[src/rtl/bamr_regs.svh]
// constants for the battery alarm and mode register bank
// assumes a 50 MHz core clock and word-level smbus transfers from outside
`ifndef BAMR_REGS_SVH
`define BAMR_REGS_SVH
`define BAMR_CLK_HZ        50000000
`define BAMR_DEV_ADDR      7'h0B
`define BAMR_HOST_ADDR     7'h10
`define BAMR_CHGR_ADDR     7'h12
`define BAMR_CMD_CAP_THR   8'h01
`define BAMR_CMD_TIME_THR  8'h02
`define BAMR_CMD_MODE      8'h03
`define BAMR_CMD_ALARM     8'h16
`define BAMR_CMD_CHG_CUR   8'h14
`define BAMR_CMD_CHG_VOLT  8'h15
`define BAMR_WARN_CAP_BIT  9
`define BAMR_WARN_TIME_BIT 8
`define BAMR_BIT_RELEARN   7
`define BAMR_BIT_ALARM_OFF 13
`define BAMR_BIT_CHG_OFF   14
`define BAMR_BIT_UNITS     15
`define BAMR_SUPPRESS_S    6'h3C
`define BAMR_BCAST_GAP_S   6'h0A
`define BAMR_RELEARN_CYC   5'h14
`endif

[src/rtl/bamr_pkg.sv]
// types for the battery alarm and mode register bank
// assumes nothing beyond the constants header
package bamr_pkg;
  typedef enum logic [1:0]
  {
    BAMR_IDLE  = 2'b00,
    BAMR_ALARM = 2'b01,
    BAMR_CHG_I = 2'b10,
    BAMR_CHG_V = 2'b11
  } bamr_state_e;
endpackage : bamr_pkg

[src/rtl/bamr_top.sv]
// battery alarm thresholds, mode word and broadcast scheduler
// assumes an smbus engine on the same clock that hands over decoded word
// transfers and performs master write-word messages one at a time
//
// Overview of operation
// - capacity below threshold sends capacity alarm
// - zero capacity threshold disables that alarm
// - capacity threshold loads from nonvolatile bytes 2-3
// - capacity threshold unsigned 16 bit, units bit
// - time below threshold sends time alarm
// - zero time threshold disables time alarm
// - time threshold loads from nonvolatile bytes 0-1
// - time threshold unsigned minutes, full range
// - mode bits 13-15 writable, bits 0-12 read-only
// - relearn set on reset/20 cycles, cleared learned
// - mode bits 8 and 9 forced zero
// - alarm suppress blocks mastering 59 to 60 s
// - suppress clear means alarms go out
// - alarm messages at least 10 s apart
// - mode command restarts 60 s re-enable timer
// - sleep clears bits 13, 14, 15
// - alarm suppress also blocks charger broadcasts
// - charger suppress stops charge requests
// - units bit selects mA or 10 mW
// - charger to 0x12, alarms to 0x10
// - master broadcasts use write word
// - host reaches registers at address 0001011
`timescale 1ns/10ps
`include "bamr_regs.svh"
module bamr_top
  import bamr_pkg::*;
#(
  parameter int unsigned CYC_PER_SEC = `BAMR_CLK_HZ
)
(
  // clock and reset
  input  wire logic        clk_in,
  input  wire logic        rst_in,
  // nonvolatile data and life-cycle events
  input  wire logic        init_load_in,
  input  wire logic [15:0] nv_time_thr_in,
  input  wire logic [15:0] nv_cap_thr_in,
  input  wire logic        full_reset_in,
  input  wire logic        cycle_count_in,
  input  wire logic        fcc_update_in,
  input  wire logic        learn_done_in,
  input  wire logic        sleep_in,
  // measured values
  input  wire logic [15:0] remaining_capacity_value_in,
  input  wire logic [15:0] average_time_to_empty_in,
  input  wire logic [15:0] charge_current_request_in,
  input  wire logic [15:0] charge_voltage_request_in,
  // slave word transfers
  input  wire logic        cmd_valid_in,
  input  wire logic        cmd_write_in,
  input  wire logic [6:0]  cmd_addr_in,
  input  wire logic [7:0]  cmd_code_in,
  input  wire logic [15:0] cmd_wdata_in,
  output logic             cmd_done_out,
  output logic             cmd_ack_out,
  output logic [15:0]      cmd_rdata_out,
  // master write-word broadcasts
  output logic             mst_req_out,
  output logic [6:0]       mst_addr_out,
  output logic [7:0]       mst_cmd_out,
  output logic [15:0]      mst_data_out,
  input  wire logic        mst_done_in,
  // mode state for the rest of the gauge
  output logic             capacity_units_out
);

  function automatic logic is_below(input logic [15:0] val, input logic [15:0] thr);
    is_below = (thr != 16'h0000) && (val < thr);
  endfunction : is_below

  logic [15:0] cap_thr_q,    cap_thr_d;
  logic [15:0] time_thr_q,   time_thr_d;
  logic [2:0]  mode_hi_q,    mode_hi_d;
  logic        relearn_q,    relearn_d;
  logic [4:0]  cyc_cnt_q,    cyc_cnt_d;
  logic [31:0] presc_q,      presc_d;
  logic [5:0]  supp_s_q,     supp_s_d;
  logic [5:0]  alarm_gap_q,  alarm_gap_d;
  logic [5:0]  chg_gap_q,    chg_gap_d;
  bamr_state_e state_q,      state_d;
  logic        req_q,        req_d;
  logic [6:0]  addr_q,       addr_d;
  logic [7:0]  mcmd_q,       mcmd_d;
  logic [15:0] mdata_q,      mdata_d;
  logic        done_q, ack_q;
  logic [15:0] rdata_q;

  wire         sec_tick   = (presc_q == CYC_PER_SEC - 1);
  wire         to_me      = cmd_valid_in && (cmd_addr_in == `BAMR_DEV_ADDR);
  wire         hit_cap    = to_me && (cmd_code_in == `BAMR_CMD_CAP_THR);
  wire         hit_time   = to_me && (cmd_code_in == `BAMR_CMD_TIME_THR);
  wire         hit_mode   = to_me && (cmd_code_in == `BAMR_CMD_MODE);
  wire         hit_any    = hit_cap || hit_time || hit_mode;
  wire         wr_cap     = hit_cap && cmd_write_in;
  wire         wr_time    = hit_time && cmd_write_in;
  wire         wr_mode    = hit_mode && cmd_write_in;
  wire         alarm_off  = mode_hi_q[0];
  wire         chg_off    = mode_hi_q[1];
  wire [15:0]  mode_word  = {mode_hi_q, 5'h00, relearn_q, 7'h00};
  wire         cap_alarm  = is_below(remaining_capacity_value_in, cap_thr_q);
  wire         time_alarm = is_below(average_time_to_empty_in, time_thr_q);
  wire [15:0]  warn_word  = 16'(({15'h0000, cap_alarm} << `BAMR_WARN_CAP_BIT)
                              | ({15'h0000, time_alarm} << `BAMR_WARN_TIME_BIT));
  // gap counters saturate one above the limit so a full gap has surely passed
  wire         alarm_ok   = (alarm_gap_q > `BAMR_BCAST_GAP_S);
  wire         chg_ok     = (chg_gap_q > `BAMR_BCAST_GAP_S);
  wire [15:0]  rd_mux     = hit_cap  ? cap_thr_q :
                            hit_time ? time_thr_q :
                            hit_mode ? mode_word : 16'h0000;
  assign       presc_d    = sec_tick ? 32'h0000_0000 : presc_q + 32'h0000_0001;

  // thresholds: nonvolatile load, then host writes only
  always_comb
  begin
    cap_thr_d  = cap_thr_q;
    time_thr_d = time_thr_q;
    if (init_load_in)
    begin
      cap_thr_d  = nv_cap_thr_in;
      time_thr_d = nv_time_thr_in;
    end
    if (wr_cap)
      cap_thr_d = cmd_wdata_in;
    if (wr_time)
      time_thr_d = cmd_wdata_in;
  end

  // mode high byte, suppress timer and relearn flag
  always_comb
  begin
    mode_hi_d = mode_hi_q;
    supp_s_d  = supp_s_q;
    if (sec_tick && (supp_s_q != 6'h00))
      supp_s_d = supp_s_q - 6'h01;
    if (sec_tick && (supp_s_q == 6'h01))
      mode_hi_d[0] = 1'b0;
    if (hit_mode)
      supp_s_d = `BAMR_SUPPRESS_S;
    if (wr_mode)
      mode_hi_d = cmd_wdata_in[`BAMR_BIT_UNITS:`BAMR_BIT_ALARM_OFF];
    if (sleep_in)
      mode_hi_d = 3'b000;
    cyc_cnt_d = cyc_cnt_q;
    relearn_d = relearn_q;
    if (fcc_update_in)
      cyc_cnt_d = 5'h00;
    else if (cycle_count_in && (cyc_cnt_q != `BAMR_RELEARN_CYC))
      cyc_cnt_d = cyc_cnt_q + 5'h01;
    if (learn_done_in)
      relearn_d = 1'b0;
    // besides full reset, only the step onto the limit sets it, so a finished learn can clear it
    if (full_reset_in
        || ((cyc_cnt_d == `BAMR_RELEARN_CYC) && (cyc_cnt_q != `BAMR_RELEARN_CYC)))
      relearn_d = 1'b1;
  end

  // broadcast scheduler
  always_comb
  begin
    state_d     = state_q;
    alarm_gap_d = (sec_tick && !alarm_ok) ? alarm_gap_q + 6'h01 : alarm_gap_q;
    chg_gap_d   = (sec_tick && !chg_ok) ? chg_gap_q + 6'h01 : chg_gap_q;
    case (state_q)
      BAMR_IDLE:
      begin
        if (!alarm_off && alarm_ok && (cap_alarm || time_alarm))
        begin
          state_d     = BAMR_ALARM;
          alarm_gap_d = 6'h00;
        end
        else if (!alarm_off && !chg_off && chg_ok)
        begin
          state_d   = BAMR_CHG_I;
          chg_gap_d = 6'h00;
        end
      end
      BAMR_ALARM:
        if (mst_done_in)
          state_d = BAMR_IDLE;
      BAMR_CHG_I:
        if (mst_done_in)
          state_d = BAMR_CHG_V;
      BAMR_CHG_V:
        if (mst_done_in)
          state_d = BAMR_IDLE;
      default:
        state_d = BAMR_IDLE;
    endcase
  end

  always_ff @(posedge clk_in or posedge rst_in)
  begin
    if (rst_in)
    begin
      cap_thr_q   <= 16'h0000;
      time_thr_q  <= 16'h0000;
      mode_hi_q   <= 3'b000;
      relearn_q   <= 1'b1;
      cyc_cnt_q   <= 5'h00;
      presc_q     <= 32'h0000_0000;
      supp_s_q    <= 6'h00;
      alarm_gap_q <= `BAMR_BCAST_GAP_S + 6'h01;
      chg_gap_q   <= `BAMR_BCAST_GAP_S + 6'h01;
      state_q     <= BAMR_IDLE;
    end
    else
    begin
      cap_thr_q   <= cap_thr_d;
      time_thr_q  <= time_thr_d;
      mode_hi_q   <= mode_hi_d;
      relearn_q   <= relearn_d;
      cyc_cnt_q   <= cyc_cnt_d;
      presc_q     <= presc_d;
      supp_s_q    <= supp_s_d;
      alarm_gap_q <= alarm_gap_d;
      chg_gap_q   <= chg_gap_d;
      state_q     <= state_d;
    end
  end

  // next master message: fields captured on state entry, held while requested
  always_comb
  begin
    req_d   = (state_d != BAMR_IDLE) && !(mst_done_in && req_q && (state_d == state_q));
    addr_d  = addr_q;
    mcmd_d  = mcmd_q;
    mdata_d = mdata_q;
    if (state_d != state_q)
    begin
      case (state_d)
        BAMR_ALARM:
        begin
          addr_d  = `BAMR_HOST_ADDR;
          mcmd_d  = `BAMR_CMD_ALARM;
          mdata_d = warn_word;
        end
        BAMR_CHG_I:
        begin
          addr_d  = `BAMR_CHGR_ADDR;
          mcmd_d  = `BAMR_CMD_CHG_CUR;
          mdata_d = charge_current_request_in;
        end
        BAMR_CHG_V:
        begin
          addr_d  = `BAMR_CHGR_ADDR;
          mcmd_d  = `BAMR_CMD_CHG_VOLT;
          mdata_d = charge_voltage_request_in;
        end
        default:
        begin
          addr_d  = addr_q;
          mcmd_d  = mcmd_q;
          mdata_d = mdata_q;
        end
      endcase
    end
  end

  // registered answers and master message
  always_ff @(posedge clk_in or posedge rst_in)
  begin
    if (rst_in)
    begin
      done_q  <= 1'b0;
      ack_q   <= 1'b0;
      rdata_q <= 16'h0000;
      req_q   <= 1'b0;
      addr_q  <= 7'h00;
      mcmd_q  <= 8'h00;
      mdata_q <= 16'h0000;
    end
    else
    begin
      done_q  <= to_me;
      ack_q   <= hit_any;
      rdata_q <= (hit_any && !cmd_write_in) ? rd_mux : rdata_q;
      req_q   <= req_d;
      addr_q  <= addr_d;
      mcmd_q  <= mcmd_d;
      mdata_q <= mdata_d;
    end
  end

  assign cmd_done_out       = done_q;
  assign cmd_ack_out        = ack_q;
  assign cmd_rdata_out      = rdata_q;
  assign mst_req_out        = req_q;
  assign mst_addr_out       = addr_q;
  assign mst_cmd_out        = mcmd_q;
  assign mst_data_out       = mdata_q;
  assign capacity_units_out = mode_hi_q[2];

endmodule : bamr_top

[config.mk]
export PLATFORM = sky130hd
export DESIGN_NAME = bamr_top
export DESIGN_NICKNAME = d
export VERILOG_FILES = /design/src/rtl/bamr_pkg.sv /design/src/rtl/bamr_top.sv
export VERILOG_INCLUDE_DIRS = /design/src /design/src/rtl
export SDC_FILE = /design/constraint.sdc
export NUM_CORES = 1
export LEC_CHECK = 0
export ABC_AREA = 1
export BUFFER_PORTS_ARGS = -buffer_cell sky130_fd_sc_hd__buf_2
export CAP_MARGIN = 20
export CORE_ASPECT_RATIO = 1.4
export CORE_UTILIZATION = 58
export CTS_BUF_LIST = sky130_fd_sc_hd__clkbuf_8 sky130_fd_sc_hd__clkbuf_16
export DETAILED_ROUTE_END_ITERATION = 7
export PLACE_DENSITY_LB_ADDON = 0.12
export SETUP_SLACK_MARGIN = 0.1
export SLEW_MARGIN = 10
export SYNTH_ARGS = -nofsm -noshare
export SYNTH_HDL_FRONTEND = slang
export SYNTH_SLANG_ARGS = --single-unit
[constraint.sdc]
create_clock -name clk_in -period 14.4 [get_ports clk_in]
set_clock_uncertainty 0.15 [all_clocks]
set_input_delay 4.32 -clock clk_in [delete_from_list [all_inputs] [get_ports clk_in]]
set_output_delay 4.32 -clock clk_in [all_outputs]
set_load 0.1 [all_outputs]
==> results.toml <==
[run]
maxCapViolCount = 0

[final_layout]
layout.nets = 1356
layout-drive-gt1-share_pct = 20.7
fin_area_sq_mm = 0.00937
fill_cells = 1061
syn_to_final_growth_pct = 21.6
seqCellArea_sq_mm = 0.00334
instances_no_fill = 1346
multi_input_area_sq_mm = 0.00360

[worst_setup_path]
crit_required_ns = 14.56
path_class = "input port to flip-flop"
rrSetupSlack_ns = 11.20
arrival_ns = 6.90
start_kind = "input port"
worstPathCellList = "buf_2 > ha_1 > nand2_1 > inv_1 > nor2_1 > o21a_1 > nand2_1 > nor2_1 > nand2_1 > nand2_1 > nand2_1 > nand2_1 > nand2_1 > nand3_1 > nand3_1 > nand2_1 > nand2_1"
max_stage_delay_ns = 0.64
cp_slowest_cell = "nand2_1"
crit_top_cell = "nand2_1"
endpoint_kind = "flip-flop"
worstPathMaxFanout = 34

[timing]
clock.fmax_mhz = 148
slew_headroom_pct = 32.0
setup_viol = 0
finalCritPeriodShare_pct = 46.8
setup_ws_ns = 7.66
fin_crit_ns = 6.74
fin_tns_setup_ns = 0
drv_slew = 0
rsz0062_at_grt = "false"
hold_violations = 0
worst_pin_slew_ns = 1.02

[place]
pre_cts_ws_ns = 7.28
gp_congestion = 0.926
dp.cells = 1313
placed_cell_area_sq_mm = 0.00867
hpwl_um = 14800
io_buffers = 179

[clock_tree]
clk_path_buf_depth = 2
cts_resized = 0
clock_latency_ns = 0.42
cts_made_buffers = 17
cts_tree = "done"
htreeDepth = 4
clk_pin_slew_ns = 0.06
post_cts_buffers = 0
cts.sinks = 133
root_buffer = "clkbuf_16"
ctsHoldBuffers = 0

[run_status]
status = "completed"

[route]
vias = 7412
drtAntennaViolNets = 0
drc = 0
dr.pass1.iters = 5
vias_per_cell = 5.51
wl_per_cell_um = 15.1
drt_iter0_markers = 362
drt-total-wl_um = 20400

[synth]
synth_xor_area_share_pct = 1.48
yosysWarnings = 0
synth_cells = 1004
synth_top_family_by_area = "simple AND/OR/NAND/NOR gates"
synth_cell_types = 43
ys_seq_area_share_pct = 43.3
synth_compound_area_share_pct = 10.8
syn-mean-instance-area_sq_um = 7.67
synth-simple-area-share_pct = 27.5
yosys_register_bits = 133
synthMuxAreaShare_pct = 0
netlist_area_sq_mm = 0.00770
synth_adder_area_share_pct = 6.34

[die]
row_count = 49
fp.dieW_um = 99.4
initial_core_util_pct = 59.8
num_io_pins = 189
die_area_sq_mm = 0.0138
dieHeight_um = 138
core_sq_mm = 0.0129

[power_and_ir_drop]
leakage_nw = 5.13
peakVddDrop_mv = 0.110
p_per_area_mw_per_mm2 = 141

[global_route]
grt_overflow = 0
antenna_found_initial = 1
grt_max_degree = 76
grt_use_total_pct = 31.6
grt_pass1_vias = 7380
grt_pass1_wl_um = 33900

[hold_path]
hp-class = "flip-flop to flip-flop"
==> sequential cells by signal, indices dropped and copies added, names as in the netlist <==
register	flops
mst_cmd_out	3
supp_s_q	6
relearn_q	1
cyc_cnt_q	5
cmd_rdata_out	16
alarm_gap_q	6
mst_req_out	1
mst_data_out	16
mst_addr_out	2
time_thr_q	16
chg_gap_q	6
mode_hi_q	3
presc_q	32
cmd_done_out	1
cmd_ack_out	1
cap_thr_q	16
state_q	2
==> critical path, delay by kind of cell <==
kind / cells / cell delay [ns]
compound gates: 1 / 0.12
fa+ha+maj: 1 / 0.30
buf+inv: 2 / 0.14
simple gates: 13 / 2.03
==> synth_stat cells (all sizes together) <==
library cell	count	area, sq um
ha	39	488
o22ai	17	106
o21a	4	30.0
xor2	9	78.8
xnor2	4	35.0
inv	165	619
nand2	248	936
or2	3	18.8
nand4	24	150
nor2	62	238
o221ai	19	166
o311ai	1	8.76
clkbuf	12	45.0
a21boi	1	7.51
buf	23	141
a21oi	33	165
nand3	93	475
a21o	1	7.51
and2	1	6.26
o21ai	60	300
dfstp	7	184
nand3b	1	7.51
conb	1	3.75
a211o	1	8.76
a41oi	1	8.76
nor3b	4	35.0
dfrtp	126	3150
nor3	28	145
a211oi	2	15.0
o2111ai	1	8.76
nor4	13	109
==> layout make-up <==
class	count	area share (%)
inverter	165	6.64
sequential	133	35.6
tap	153	2.04
timing repair buffer	183	9.89
clock buffer	20	4.98
multi-input combinational	679	38.4
antenna	1	0.0267
clock inverter	12	2.38
==> where the power goes <==
part           switching (mW)  internal, mW  total, mW
Sequential             0.0207         0.413      0.434
Clock                   0.163         0.339      0.502
Combinational           0.296        0.0882      0.384
==> routing by layer <==
metal / vias to the layer above / part of all wire, % / global-route usage [%]
met5: - / 0 / 0
met4: 0 / 4.0 / 15.9
met3: 60 / 5.5 / 7.03
met2: 263 / 53 / 55.8
met1: 3449 / 37 / 35.3
li1: 3640 / - / -
==> through the flow <==
step | hold WS (ns) | utilization, % | power, mW
2_1_floorplan | 0.287 | - | 0.741
3_3_place_gp | 0.300 | 67.4 | 0.816
3_5_place_dp | 0.303 | 67.4 | 0.822
4_1_cts | 0.319 | 72.7 | 1.32
5_1_grt | 0.334 | 72.7 | 1.38
6_report | 0.318 | 72.7 | 1.32
==> placed cells by master, fill, tap and decap left out, types with 3 or more instances in the layout <==
cell and n:
o21ai_1 22, buf_4 4, o21ai_0 38, nand2_1 246, xnor2_1 4, o22ai_1 17
a21oi_1 33, dfrtp_1 126, nor3b_1 3, clkbuf_8 3, inv_1 154, nor3_1 27
dfstp_2 7, inv_2 10, o21a_1 4, bufinv_16 6, nor4_1 10, clkbuf_16 17
conb_1 9, xor2_1 9, nand4_1 24, buf_2 179, nand3_1 91, ha_1 39
nor2_1 60, o221ai_1 19
==> logic make-up after synthesis <==
kind of cell             after synthesis
XOR/XNOR                              13
AND/OR/NAND/NOR                      477
adder cells (fa/ha/maj)               39
AO/OA/AOI/OAI                        141
buffers and inverters                200
other                                  1
flip-flops                           133
==> final timing paths <==
path	to	cells past startpoint	startpoint
max	mst_data_out[8]$_DFFE_PP0P_	17	remaining_capacity_value_in[15]
min	mst_data_out[1]$_DFFE_PP0P_	2	mst_data_out[1]$_DFFE_PP0P_
max reg2reg	mst_data_out[8]$_DFFE_PP0P_	17	cap_thr_q[15]$_DFFE_PP0P_
min reg2reg	mst_data_out[1]$_DFFE_PP0P_	2	mst_data_out[1]$_DFFE_PP0P_
max in group asynchronous	presc_q[27]$_DFF_PP0_	3	rst_in
min in group asynchronous	mst_data_out[14]$_DFFE_PP0P_	2	rst_in
Power figures use the tool's default switching activity.
